### src/stepper_pkg.sv
// constants and types shared by the stepper phase sequencer
package stepper_pkg;

  // register byte offsets
  localparam logic [7:0] ADDR_STATUS = 8'h00;
  localparam logic [7:0] ADDR_MASK = 8'h04;
  localparam logic [7:0] ADDR_POSITION = 8'h08;

  // status and mask bit positions
  localparam int BIT_OVERTEMP = 0;
  localparam int BIT_OVERCURRENT = 1;
  localparam int BIT_HOME = 2;
  localparam int STATUS_W = 3;

  // position register field positions
  localparam int POS_INDEX_LSB = 0;
  localparam int POS_MODE_LSB = 8;
  localparam int POS_HOLD_BIT = 12;
  localparam int POS_STANDBY_BIT = 13;
  localparam int POS_FAULT_BIT = 14;
  localparam int POS_PIN_BIT = 15;

  // angle index: 128 microsteps per electrical cycle, 32 per quadrant
  localparam int ANGLE_W = 7;
  localparam logic [ANGLE_W-1:0] ANGLE_HOME = 7'h10;
  localparam logic [ANGLE_W-1:0] ANGLE_QUARTER = 7'h20;

  // resolution select codes, sel_0 is the most significant bit
  localparam logic [2:0] MODE_STANDBY = 3'h0;
  localparam logic [2:0] MODE_FULL = 3'h1;
  localparam logic [2:0] MODE_HALF_A = 3'h2;
  localparam logic [2:0] MODE_QUARTER = 3'h3;
  localparam logic [2:0] MODE_HALF_B = 3'h4;
  localparam logic [2:0] MODE_EIGHTH = 3'h5;
  localparam logic [2:0] MODE_SIXTEENTH = 3'h6;
  localparam logic [2:0] MODE_THIRTYSECOND = 3'h7;

  // index increments per step, per resolution
  localparam logic [ANGLE_W-1:0] STEP_FULL = 7'h20;
  localparam logic [ANGLE_W-1:0] STEP_HALF = 7'h10;
  localparam logic [ANGLE_W-1:0] STEP_QUARTER = 7'h08;
  localparam logic [ANGLE_W-1:0] STEP_EIGHTH = 7'h04;
  localparam logic [ANGLE_W-1:0] STEP_SIXTEENTH = 7'h02;
  localparam logic [ANGLE_W-1:0] STEP_THIRTYSECOND = 7'h01;

  // current levels in percent
  localparam logic [6:0] PCT_FULL = 7'h64;
  localparam logic [6:0] PCT_ZERO = 7'h00;

  // reset values
  localparam logic [STATUS_W-1:0] STATUS_RESET = 3'h0;
  localparam logic [STATUS_W-1:0] MASK_RESET = 3'h0;

  // drive command of one phase bridge
  typedef struct packed {
    logic drive_en;
    logic polarity;
    logic [6:0] level_pct;
  } phase_drive_t;

  // register port request
  typedef struct packed {
    logic wr;
    logic rd;
    logic [7:0] addr;
    logic [31:0] wdata;
  } reg_req_t;

endpackage

### src/stepper_phase_sequencer.sv
// stepper phase sequencer: angle index, phase currents, fault flag, registers
// What this block does
// - clockwise makes phase A lead by 90 degrees
// - counter-clockwise makes phase B lead by 90
// - decode resolution select into six step sizes
// - select 000 is standby, outputs off, full step
// - angle reset forces angle to home, otherwise step normally
// - home monitor low while angle held in reset
// - home is 45 degrees, 100 or 71 percent
// - fault pin pulled low on thermal or overcurrent
// - fault pin released when no fault present
// - one step per step clock rise only
// - output enable low turns all phase outputs off
`timescale 1ns/1ps
`default_nettype none

module stepper_phase_sequencer (
  input wire logic clk_sys,
  input wire logic rst_n,
  input wire logic step_clk,
  input wire logic direction_select,
  input wire logic output_enable,
  input wire logic angle_reset,
  input wire logic step_res_sel_0,
  input wire logic step_res_sel_1,
  input wire logic step_res_sel_2,
  input wire logic overtemp_shutdown,
  input wire logic overcurrent_shutdown,
  output stepper_pkg::phase_drive_t phase_a_output,
  output stepper_pkg::phase_drive_t phase_b_output,
  output logic chopper_oscillator,
  output logic angle_home_monitor,
  input wire logic fault_flag_pin_i,
  output logic fault_flag_pin_o,
  output logic fault_flag_pin_oe_n,
  input wire logic [7:0] reg_addr,
  input wire logic [31:0] reg_wdata,
  input wire logic reg_wr,
  input wire logic reg_rd,
  output logic [31:0] reg_rdata,
  output logic irq
);
  import stepper_pkg::*;

  // step size per resolution code
  function automatic logic [ANGLE_W-1:0] step_size(input logic [2:0] mode);
    logic [ANGLE_W-1:0] s;
    s = STEP_FULL;
    case (mode)
      MODE_STANDBY: s = STEP_FULL;
      MODE_FULL: s = STEP_FULL;
      MODE_HALF_A: s = STEP_HALF;
      MODE_QUARTER: s = STEP_QUARTER;
      MODE_HALF_B: s = STEP_HALF;
      MODE_EIGHTH: s = STEP_EIGHTH;
      MODE_SIXTEENTH: s = STEP_SIXTEENTH;
      MODE_THIRTYSECOND: s = STEP_THIRTYSECOND;
      default: s = STEP_FULL;
    endcase
    return s;
  endfunction

  // quarter-wave sine in percent, k from 0 to 32 covers 0 to 90 degrees
  function automatic logic [6:0] sine_pct(input logic [5:0] k);
    logic [6:0] p;
    p = PCT_ZERO;
    case (k)
      6'h00: p = 7'd0;
      6'h01: p = 7'd5;
      6'h02: p = 7'd10;
      6'h03: p = 7'd15;
      6'h04: p = 7'd20;
      6'h05: p = 7'd24;
      6'h06: p = 7'd29;
      6'h07: p = 7'd34;
      6'h08: p = 7'd38;
      6'h09: p = 7'd43;
      6'h0a: p = 7'd47;
      6'h0b: p = 7'd51;
      6'h0c: p = 7'd56;
      6'h0d: p = 7'd60;
      6'h0e: p = 7'd63;
      6'h0f: p = 7'd67;
      6'h10: p = 7'd71;
      6'h11: p = 7'd74;
      6'h12: p = 7'd77;
      6'h13: p = 7'd80;
      6'h14: p = 7'd83;
      6'h15: p = 7'd86;
      6'h16: p = 7'd88;
      6'h17: p = 7'd90;
      6'h18: p = 7'd92;
      6'h19: p = 7'd94;
      6'h1a: p = 7'd96;
      6'h1b: p = 7'd97;
      6'h1c: p = 7'd98;
      6'h1d: p = 7'd99;
      6'h1e: p = 7'd100;
      6'h1f: p = 7'd100;
      6'h20: p = 7'd100;
      default: p = PCT_ZERO;
    endcase
    return p;
  endfunction

  // signed sine of an angle index; coarse modes square any nonzero level to 100
  function automatic phase_drive_t phase_level(input logic [ANGLE_W-1:0] ang,
                                               input logic coarse);
    phase_drive_t d;
    logic [5:0] k;
    logic [6:0] mag;
    d = '0;
    k = {1'b0, ang[4:0]};
    // second quarter of each half cycle mirrors the table
    if (ang[5]) begin
      k = 6'h20 - {1'b0, ang[4:0]};
    end
    mag = sine_pct(k);
    if (coarse && (mag != PCT_ZERO)) begin
      mag = PCT_FULL;
    end
    d.drive_en = 1'b1;
    d.polarity = ~ang[6];
    d.level_pct = mag;
    return d;
  endfunction

  // registers
  logic step_clk_q;
  logic [ANGLE_W-1:0] angle_q;
  logic [ANGLE_W-1:0] angle_d;
  phase_drive_t phase_a_q;
  phase_drive_t phase_b_q;
  logic osc_en_q;
  logic home_mon_q;
  logic fault_q;
  logic [STATUS_W-1:0] status_q;
  logic [STATUS_W-1:0] status_d;
  logic [STATUS_W-1:0] mask_q;
  logic [31:0] rdata_q;
  logic home_was_q;

  // decode of the pins
  reg_req_t req;
  logic [2:0] mode;
  logic standby;
  logic coarse;
  logic step_rise;
  logic fault_now;
  logic at_home;
  logic outputs_on;
  phase_drive_t a_next;
  phase_drive_t b_next;
  logic [ANGLE_W-1:0] step_inc;

  // register port bundled once for decode
  assign req = '{wr: reg_wr, rd: reg_rd, addr: reg_addr, wdata: reg_wdata};
  // mode pins are used live, so the host changes them only at home
  assign mode = {step_res_sel_0, step_res_sel_1, step_res_sel_2};
  assign standby = (mode == MODE_STANDBY);
  // standby keeps full step, so it is a coarse mode too
  assign coarse = (mode == MODE_STANDBY) || (mode == MODE_FULL) ||
                  (mode == MODE_HALF_A) || (mode == MODE_HALF_B);
  assign step_inc = step_size(mode);

  // one pulse per rising step clock, falling edges ignored
  assign step_rise = step_clk & ~step_clk_q;
  // either shutdown source counts as a fault
  assign fault_now = overtemp_shutdown | overcurrent_shutdown;
  // initial position, seen by the home monitor and the home event
  assign at_home = (angle_q == ANGLE_HOME);
  // shutdown also forces the bridges off, not only the flag
  assign outputs_on = output_enable & ~standby & ~fault_now;

  // next angle: home on reset, step up for cw, down for ccw, wrap natural
  always_comb begin
    angle_d = angle_q;
    if (angle_reset) begin
      angle_d = ANGLE_HOME;
    end else if (step_rise) begin
      if (direction_select) begin
        angle_d = angle_q + step_inc;
      end else begin
        angle_d = angle_q - step_inc;
      end
    end
  end

  // phase a sits a quarter cycle ahead of b in index space
  always_comb begin
    a_next = phase_level(angle_q + ANGLE_QUARTER, coarse);
    b_next = phase_level(angle_q, coarse);
    if (!outputs_on) begin
      a_next = '0;
      b_next = '0;
    end
  end

  // step edge detector; idles low like the pin, so reset makes no false rise
  always_ff @(posedge clk_sys or negedge rst_n) begin
    if (!rst_n) begin
      step_clk_q <= 1'b0;
    end else begin
      step_clk_q <= step_clk;
    end
  end

  // angle index, parked at home out of reset
  always_ff @(posedge clk_sys or negedge rst_n) begin
    if (!rst_n) begin
      angle_q <= ANGLE_HOME;
    end else begin
      angle_q <= angle_d;
    end
  end

  // registered phase drive, one edge behind the index
  always_ff @(posedge clk_sys or negedge rst_n) begin
    if (!rst_n) begin
      phase_a_q <= '0;
      phase_b_q <= '0;
    end else begin
      phase_a_q <= a_next;
      phase_b_q <= b_next;
    end
  end

  // oscillator run and home monitor
  always_ff @(posedge clk_sys or negedge rst_n) begin
    if (!rst_n) begin
      osc_en_q <= 1'b0;
      home_mon_q <= 1'b0;
    end else begin
      osc_en_q <= ~standby;
      home_mon_q <= ~(angle_reset | at_home);
    end
  end

  // fault follows the shutdown level; no latch, the flag clears by itself
  always_ff @(posedge clk_sys or negedge rst_n) begin
    if (!rst_n) begin
      fault_q <= 1'b0;
    end else begin
      fault_q <= fault_now;
    end
  end

  // events: sticky status, set wins over write-one-to-clear
  logic wr_status;
  logic wr_mask;
  logic [STATUS_W-1:0] events;
  assign wr_status = req.wr && (req.addr == ADDR_STATUS);
  assign wr_mask = req.wr && (req.addr == ADDR_MASK);
  assign events[BIT_OVERTEMP] = overtemp_shutdown;
  assign events[BIT_OVERCURRENT] = overcurrent_shutdown;
  assign events[BIT_HOME] = at_home & ~home_was_q & ~angle_reset;

  // clear first, then or in events, so a set in the same cycle wins
  always_comb begin
    status_d = status_q;
    if (wr_status) begin
      status_d = status_q & ~req.wdata[STATUS_W-1:0];
    end
    status_d = status_d | events;
  end

  // sticky status
  always_ff @(posedge clk_sys or negedge rst_n) begin
    if (!rst_n) begin
      status_q <= STATUS_RESET;
    end else begin
      status_q <= status_d;
    end
  end

  // mask, written as a whole
  always_ff @(posedge clk_sys or negedge rst_n) begin
    if (!rst_n) begin
      mask_q <= MASK_RESET;
    end else if (wr_mask) begin
      mask_q <= req.wdata[STATUS_W-1:0];
    end
  end

  // previous home flag; starts set so leaving reset at home is no event
  always_ff @(posedge clk_sys or negedge rst_n) begin
    if (!rst_n) begin
      home_was_q <= 1'b1;
    end else begin
      home_was_q <= at_home;
    end
  end

  // read mux, unmapped addresses read zero
  logic [31:0] pos_word;
  logic [31:0] rd_mux;
  always_comb begin
    pos_word = 32'h0000_0000;
    pos_word[POS_INDEX_LSB +: ANGLE_W] = angle_q;
    pos_word[POS_MODE_LSB +: 3] = mode;
    pos_word[POS_HOLD_BIT] = angle_reset;
    pos_word[POS_STANDBY_BIT] = standby;
    pos_word[POS_FAULT_BIT] = fault_q;
    pos_word[POS_PIN_BIT] = fault_flag_pin_i;
    rd_mux = 32'h0000_0000;
    case (req.addr)
      ADDR_STATUS: rd_mux[STATUS_W-1:0] = status_q;
      ADDR_MASK: rd_mux[STATUS_W-1:0] = mask_q;
      ADDR_POSITION: rd_mux = pos_word;
      default: rd_mux = 32'h0000_0000;
    endcase
  end

  // read data stands only in the cycle after the strobe
  always_ff @(posedge clk_sys or negedge rst_n) begin
    if (!rst_n) begin
      rdata_q <= 32'h0000_0000;
    end else if (req.rd) begin
      rdata_q <= rd_mux;
    end else begin
      rdata_q <= 32'h0000_0000;
    end
  end

  // data outputs come straight from flip-flops
  assign phase_a_output = phase_a_q;
  assign phase_b_output = phase_b_q;
  assign chopper_oscillator = osc_en_q;
  assign angle_home_monitor = home_mon_q;

  // open drain: drive low only on fault, otherwise let the pull-up win
  assign fault_flag_pin_o = 1'b0;
  assign fault_flag_pin_oe_n = ~fault_q;
  assign reg_rdata = rdata_q;
  // level interrupt from flip-flops only, so it cannot glitch
  assign irq = |(status_q & mask_q);

endmodule

`default_nettype wire

### config.mk
export PLATFORM = sky130hd
export DESIGN_NAME = stepper_phase_sequencer
export DESIGN_NICKNAME = d
export VERILOG_FILES = /design/src/stepper_pkg.sv /design/src/stepper_phase_sequencer.sv
export SDC_FILE = /design/constraint.sdc
export NUM_CORES = 1
export LEC_CHECK = 0
export BUFFER_PORTS_ARGS = -buffer_cell sky130_fd_sc_hd__clkbuf_2
export CORE_ASPECT_RATIO = 1.75
export CORE_MARGIN = 2
export CORE_UTILIZATION = 45
export DETAILED_ROUTE_END_ITERATION = 8
export PLACE_DENSITY = 0.7
export SYNTH_ARGS = -nofsm -noshare
export SYNTH_HDL_FRONTEND = slang
export SYNTH_SLANG_ARGS = --single-unit
### constraint.sdc
create_clock -name clk_sys -period 10.73 [get_ports clk_sys]
set_input_delay 2.6825 -clock clk_sys [delete_from_list [all_inputs] [get_ports clk_sys]]
set_output_delay 2.6825 -clock clk_sys [all_outputs]
set_load 0.1 [all_outputs]
==> reports/results.tsv <==
stage	metric	value	unit
yosys	sequential share of the synthesized area	31.6	%
placed_design	Detailed Place HPWL	6660	µm
yosys	post-synthesis mux area share	4.89	%
grt	met3 usage	2.13	%
cells_and_area	Layout Nets	556	
clock_tree	Num Clock Sinks	49	
routing	drt pass-1 iters	4	
grt	Overflow after GRT	0	
pwr	Cell Pwr Density	134	nW/µm²
routing	Avg WL per Cell	14.5	µm
setup_path	Setup crit end kind	register	
timing	Slew Limit Headroom	30.7	%
routing	Post-DRT Antenna Nets	0	
setup_path	CP Max Fanout	10	
clock_tree	cts hold-fix bufs	0	
clock_tree	Worst-path clk slew	0.06	ns
clock_tree	CTS root buffer	clkbuf_16	
yosys	cells after synthesis	427	
yosys	yosys warns	0	
floorplan	core area	8370	µm²
routing	vias	3186	
timing	final setup margin	5.53	ns
placed_design	I/O Buffers	60	
timing	setup TNS	0	ns
cells_and_area	diodes inserted	0	
yosys	Cell Area, Synth	3890	µm²
timing	worst hold slack	0.502	ns
floorplan	initial core utilization	46.5	%
placed_design	GPL Wtd Cong	0.847	
timing	top achievable clock speed	192	MHz
grt	busiest metal layer after global routing	met2	
pwr	Sw Pwr	215	µW
worst_hold_path	hold crit path type	reg -> reg	
floorplan	I/O pin cnt	109	
yosys	Synth Area in XOR/XNOR	3.73	%
placed_design	Post-Place Worst Slack	5.24	ns
yosys	synth unique cells	80	
yosys	Synth Area in Compound Gates	19.5	%
floorplan	full die area	9440	µm²
yosys	Synth Area in Adders	9.52	%
timing	min cycle time layout	5.20	ns
floorplan	height of the chip	127	µm
cells_and_area	share of layout cells above drive strength 1	22.4	%
timing	unrepaired setup endpoints after global routing	no	
pwr	leakage power	0.00209	µW
timing	count of final hold-check violations	0	
pwr	maximum VDD drop	0.0000722	V
clock_tree	worst skew pair latency	0.29	ns
yosys	Synth Flop Type	dfrtp_1	
clock_tree	Resized cells post-CTS	0	
clock_tree	CTS Buffer Depth	2	
floorplan	# rows	44	
timing	Fin Clk Skew	0.00564	ns
pwr	Logic pwr share	34.9	%
timing	endpoints failing setup	0	
status	status	finished, final reports clean	
routing	Total Wirelength	8560	µm
yosys	ranking of synthesized cells by area	dfrtp_1 (30%), ha_1 (9.0%), buf_4 (4.1%), nor2_1 (3.3%), nand2_1 (2.6%)	
routing	initial DRC count	142	
pwr	Clk pwr share	30.6	%
grt	met1 usage	18.1	%
setup_path	critical path required time	10.90	ns
pwr	sw frac	37.3	%
floorplan	DIE WIDTH	74.3	µm
setup_path	critical path class	in -> reg	
clock_tree	CTS tree	yes	
yosys	async set-reset flop share out of synthesis	100	%
grt	global-route wire length before repair	14300	µm
setup_path	crit path DAT	5.37	ns
yosys	largest family of logic cells by synthesized area	simple AND/OR/NAND/NOR gates	
clock_tree	total CTS buffers	5	
routing	DRC	0	
routing	vias per inst	5.41	
pwr	Seq pwr share	34.5	%
clock_tree	H-Tree Depth	2	
timing	Final Max Tran Viols	0	
grt	met2 GRT Util	37.9	%
pwr	Int Power	363	µW
yosys	number of synthesized flops with an enable pin	0	
yosys	Mean Syn Cell Area	9.11	µm²
timing	worst-margin pin slew	1.04	ns
setup_path	Critical Path Source Type	input pin	
grt	pin count of the biggest net entering global routing	50	
timing	crit share post-route	48.5	%
yosys	synthesis-stage register bit count	49	
yosys	Synth top area share	30.2	%
cells_and_area	Area Growth Syn to Fin	11.1	%
yosys	simple-gate area share of the yosys netlist	21.4	%
flow_run	maxcap violations	0	
yosys	cell taking the most area after synthesis	dfrtp_1	
grt	vias in the first global route	3171	
grt	All-Layer GR Usage	19.2	%
grt	initial antenna violation count	0	
clock_tree	post-CTS setup repair buffer count	0	
area by class of cell:
cell class | instances | area, µm²
Tap cell | 115 | 144
Multi-Input combinational cell | 332 | 2370
Fill cell | 793 | 4050
Clock buffer | 5 | 125
Clock inverter | 3 | 46.3
Inverter | 21 | 81.3
Timing Repair Buffer | 64 | 330
Sequential cell | 49 | 1230
flip-flops by register name, indices dropped and copies added, names as in the netlist:
signal and cells:
reg_rdata 14, phase_a_output 9, phase_b_output 8, angle_q 7, mask_q 3, status_q 3
angle_home_monitor 1, chopper_oscillator 1, fault_q 1, home_was_q 1, step_clk_q 1
cells by family after synthesis:
family / after synthesis
and+or+nand+nor: 149
AOI/OAI and AO/OA: 103
buffers and inverters: 64
DFF: 49
adders and majority gates: 29
muxes: 18
xor gates and xnor gates: 14
other: 1
worst max-delay path, cell delays in order:
cell	delay, ns
clkbuf_2	0.18
nand2_1	0.07
nor2_1	0.12
inv_1	0.06
ha_1	0.22
nor2_1	0.17
xnor2_1	0.15
ha_1	0.28
nor2b_1	0.15
o21ai_0	0.20
a21boi_0	0.15
o21a_1	0.20
o21a_1	0.17
nor3_1	0.19
mux2_2	0.36
power by group through the flow:
stage | sequential (µW) | combinational [µW] | clock, µW
floorplan | 221 | 154 | 0
global placement | 202 | 198 | 0
detailed placement | 203 | 201 | 0
CTS | 199 | 202 | 179
global route | 200 | 219 | 187
finish | 199 | 202 | 177
worst paths after layout:
kind | depth (start not counted) | startpoint | slack (ns) | end
setup / recovery | 15 | step_res_sel_1 | 5.53 | angle_q[6]
hold reg to reg | 2 | fault_q | 0.50 | reg_rdata[14]
max in group asynchronous | 2 | rst_n | 7.87 | home_was_q
hold / removal | 2 | fault_q | 0.50 | reg_rdata[14]
setup reg to reg | 12 | angle_q[1] | 6.86 | phase_a_output[6]
min in group asynchronous | 2 | rst_n | 2.48 | reg_rdata[15]
cells in the mapped netlist, drive strengths merged (4+ instances only):
cell type	count
a21o	4
a21oi	20
a31oi	7
and2	9
and3	4
buf	37
clkbuf	6
dfrtp	47
ha	28
inv	21
mux2	8
mux2i	10
nand2	28
nand2b	6
nand3	14
nor2	34
nor2b	15
nor3	13
nor4	4
o211a	4
o211ai	10
o21a	4
o21ai	25
or2	4
or3	6
xnor2	11
placed cells by master (no fill, tap or decap), types with 3 or more instances in the layout:
cell / synthesis / layout
a211oi_1: 3 / 3
a21o_1: 4 / 4
a21oi_1: 19 / 19
a31oi_1: 7 / 7
and2_1: 9 / 9
and3_1: 3 / 3
and3b_1: 3 / 3
buf_4: 21 / 4
clkbuf_16: 0 / 5
clkbuf_2: 0 / 60
conb_1: 1 / 19
dfrtp_1: 47 / 47
ha_1: 28 / 28
inv_1: 19 / 19
mux2_2: 6 / 6
mux2i_1: 10 / 10
nand2_1: 27 / 27
nand2b_1: 6 / 6
nand3_1: 14 / 14
nor2_1: 34 / 34
nor2b_1: 15 / 15
nor3_1: 11 / 11
nor4_1: 3 / 3
o2111ai_1: 3 / 3
o211a_1: 3 / 3
o211ai_1: 7 / 7
o21a_1: 4 / 4
o21ai_0: 19 / 19
o21ai_1: 4 / 4
or2_2: 3 / 3
or3_1: 5 / 5
xnor2_1: 9 / 9
per-stage QoR:
step	cell area (µm²)	utilization, %	power, µW	std cells
2_1_floorplan	3960	-	375	445
3_3_place_gp	4150	49.6	401	581
3_5_place_dp	4150	49.6	404	581
4_1_cts	4320	51.7	581	589
5_1_grt	4320	51.7	607	589
6_report	4320	51.7	578	589
per-layer routing:
metal  vias up  share of wire [%]
met5         -                  0
met1      1538                 35
li1       1557                  -
met3        20                3.0
met4         0                3.6
met2        71                 58
Note: power is estimated with default switching activity, not from simulation.
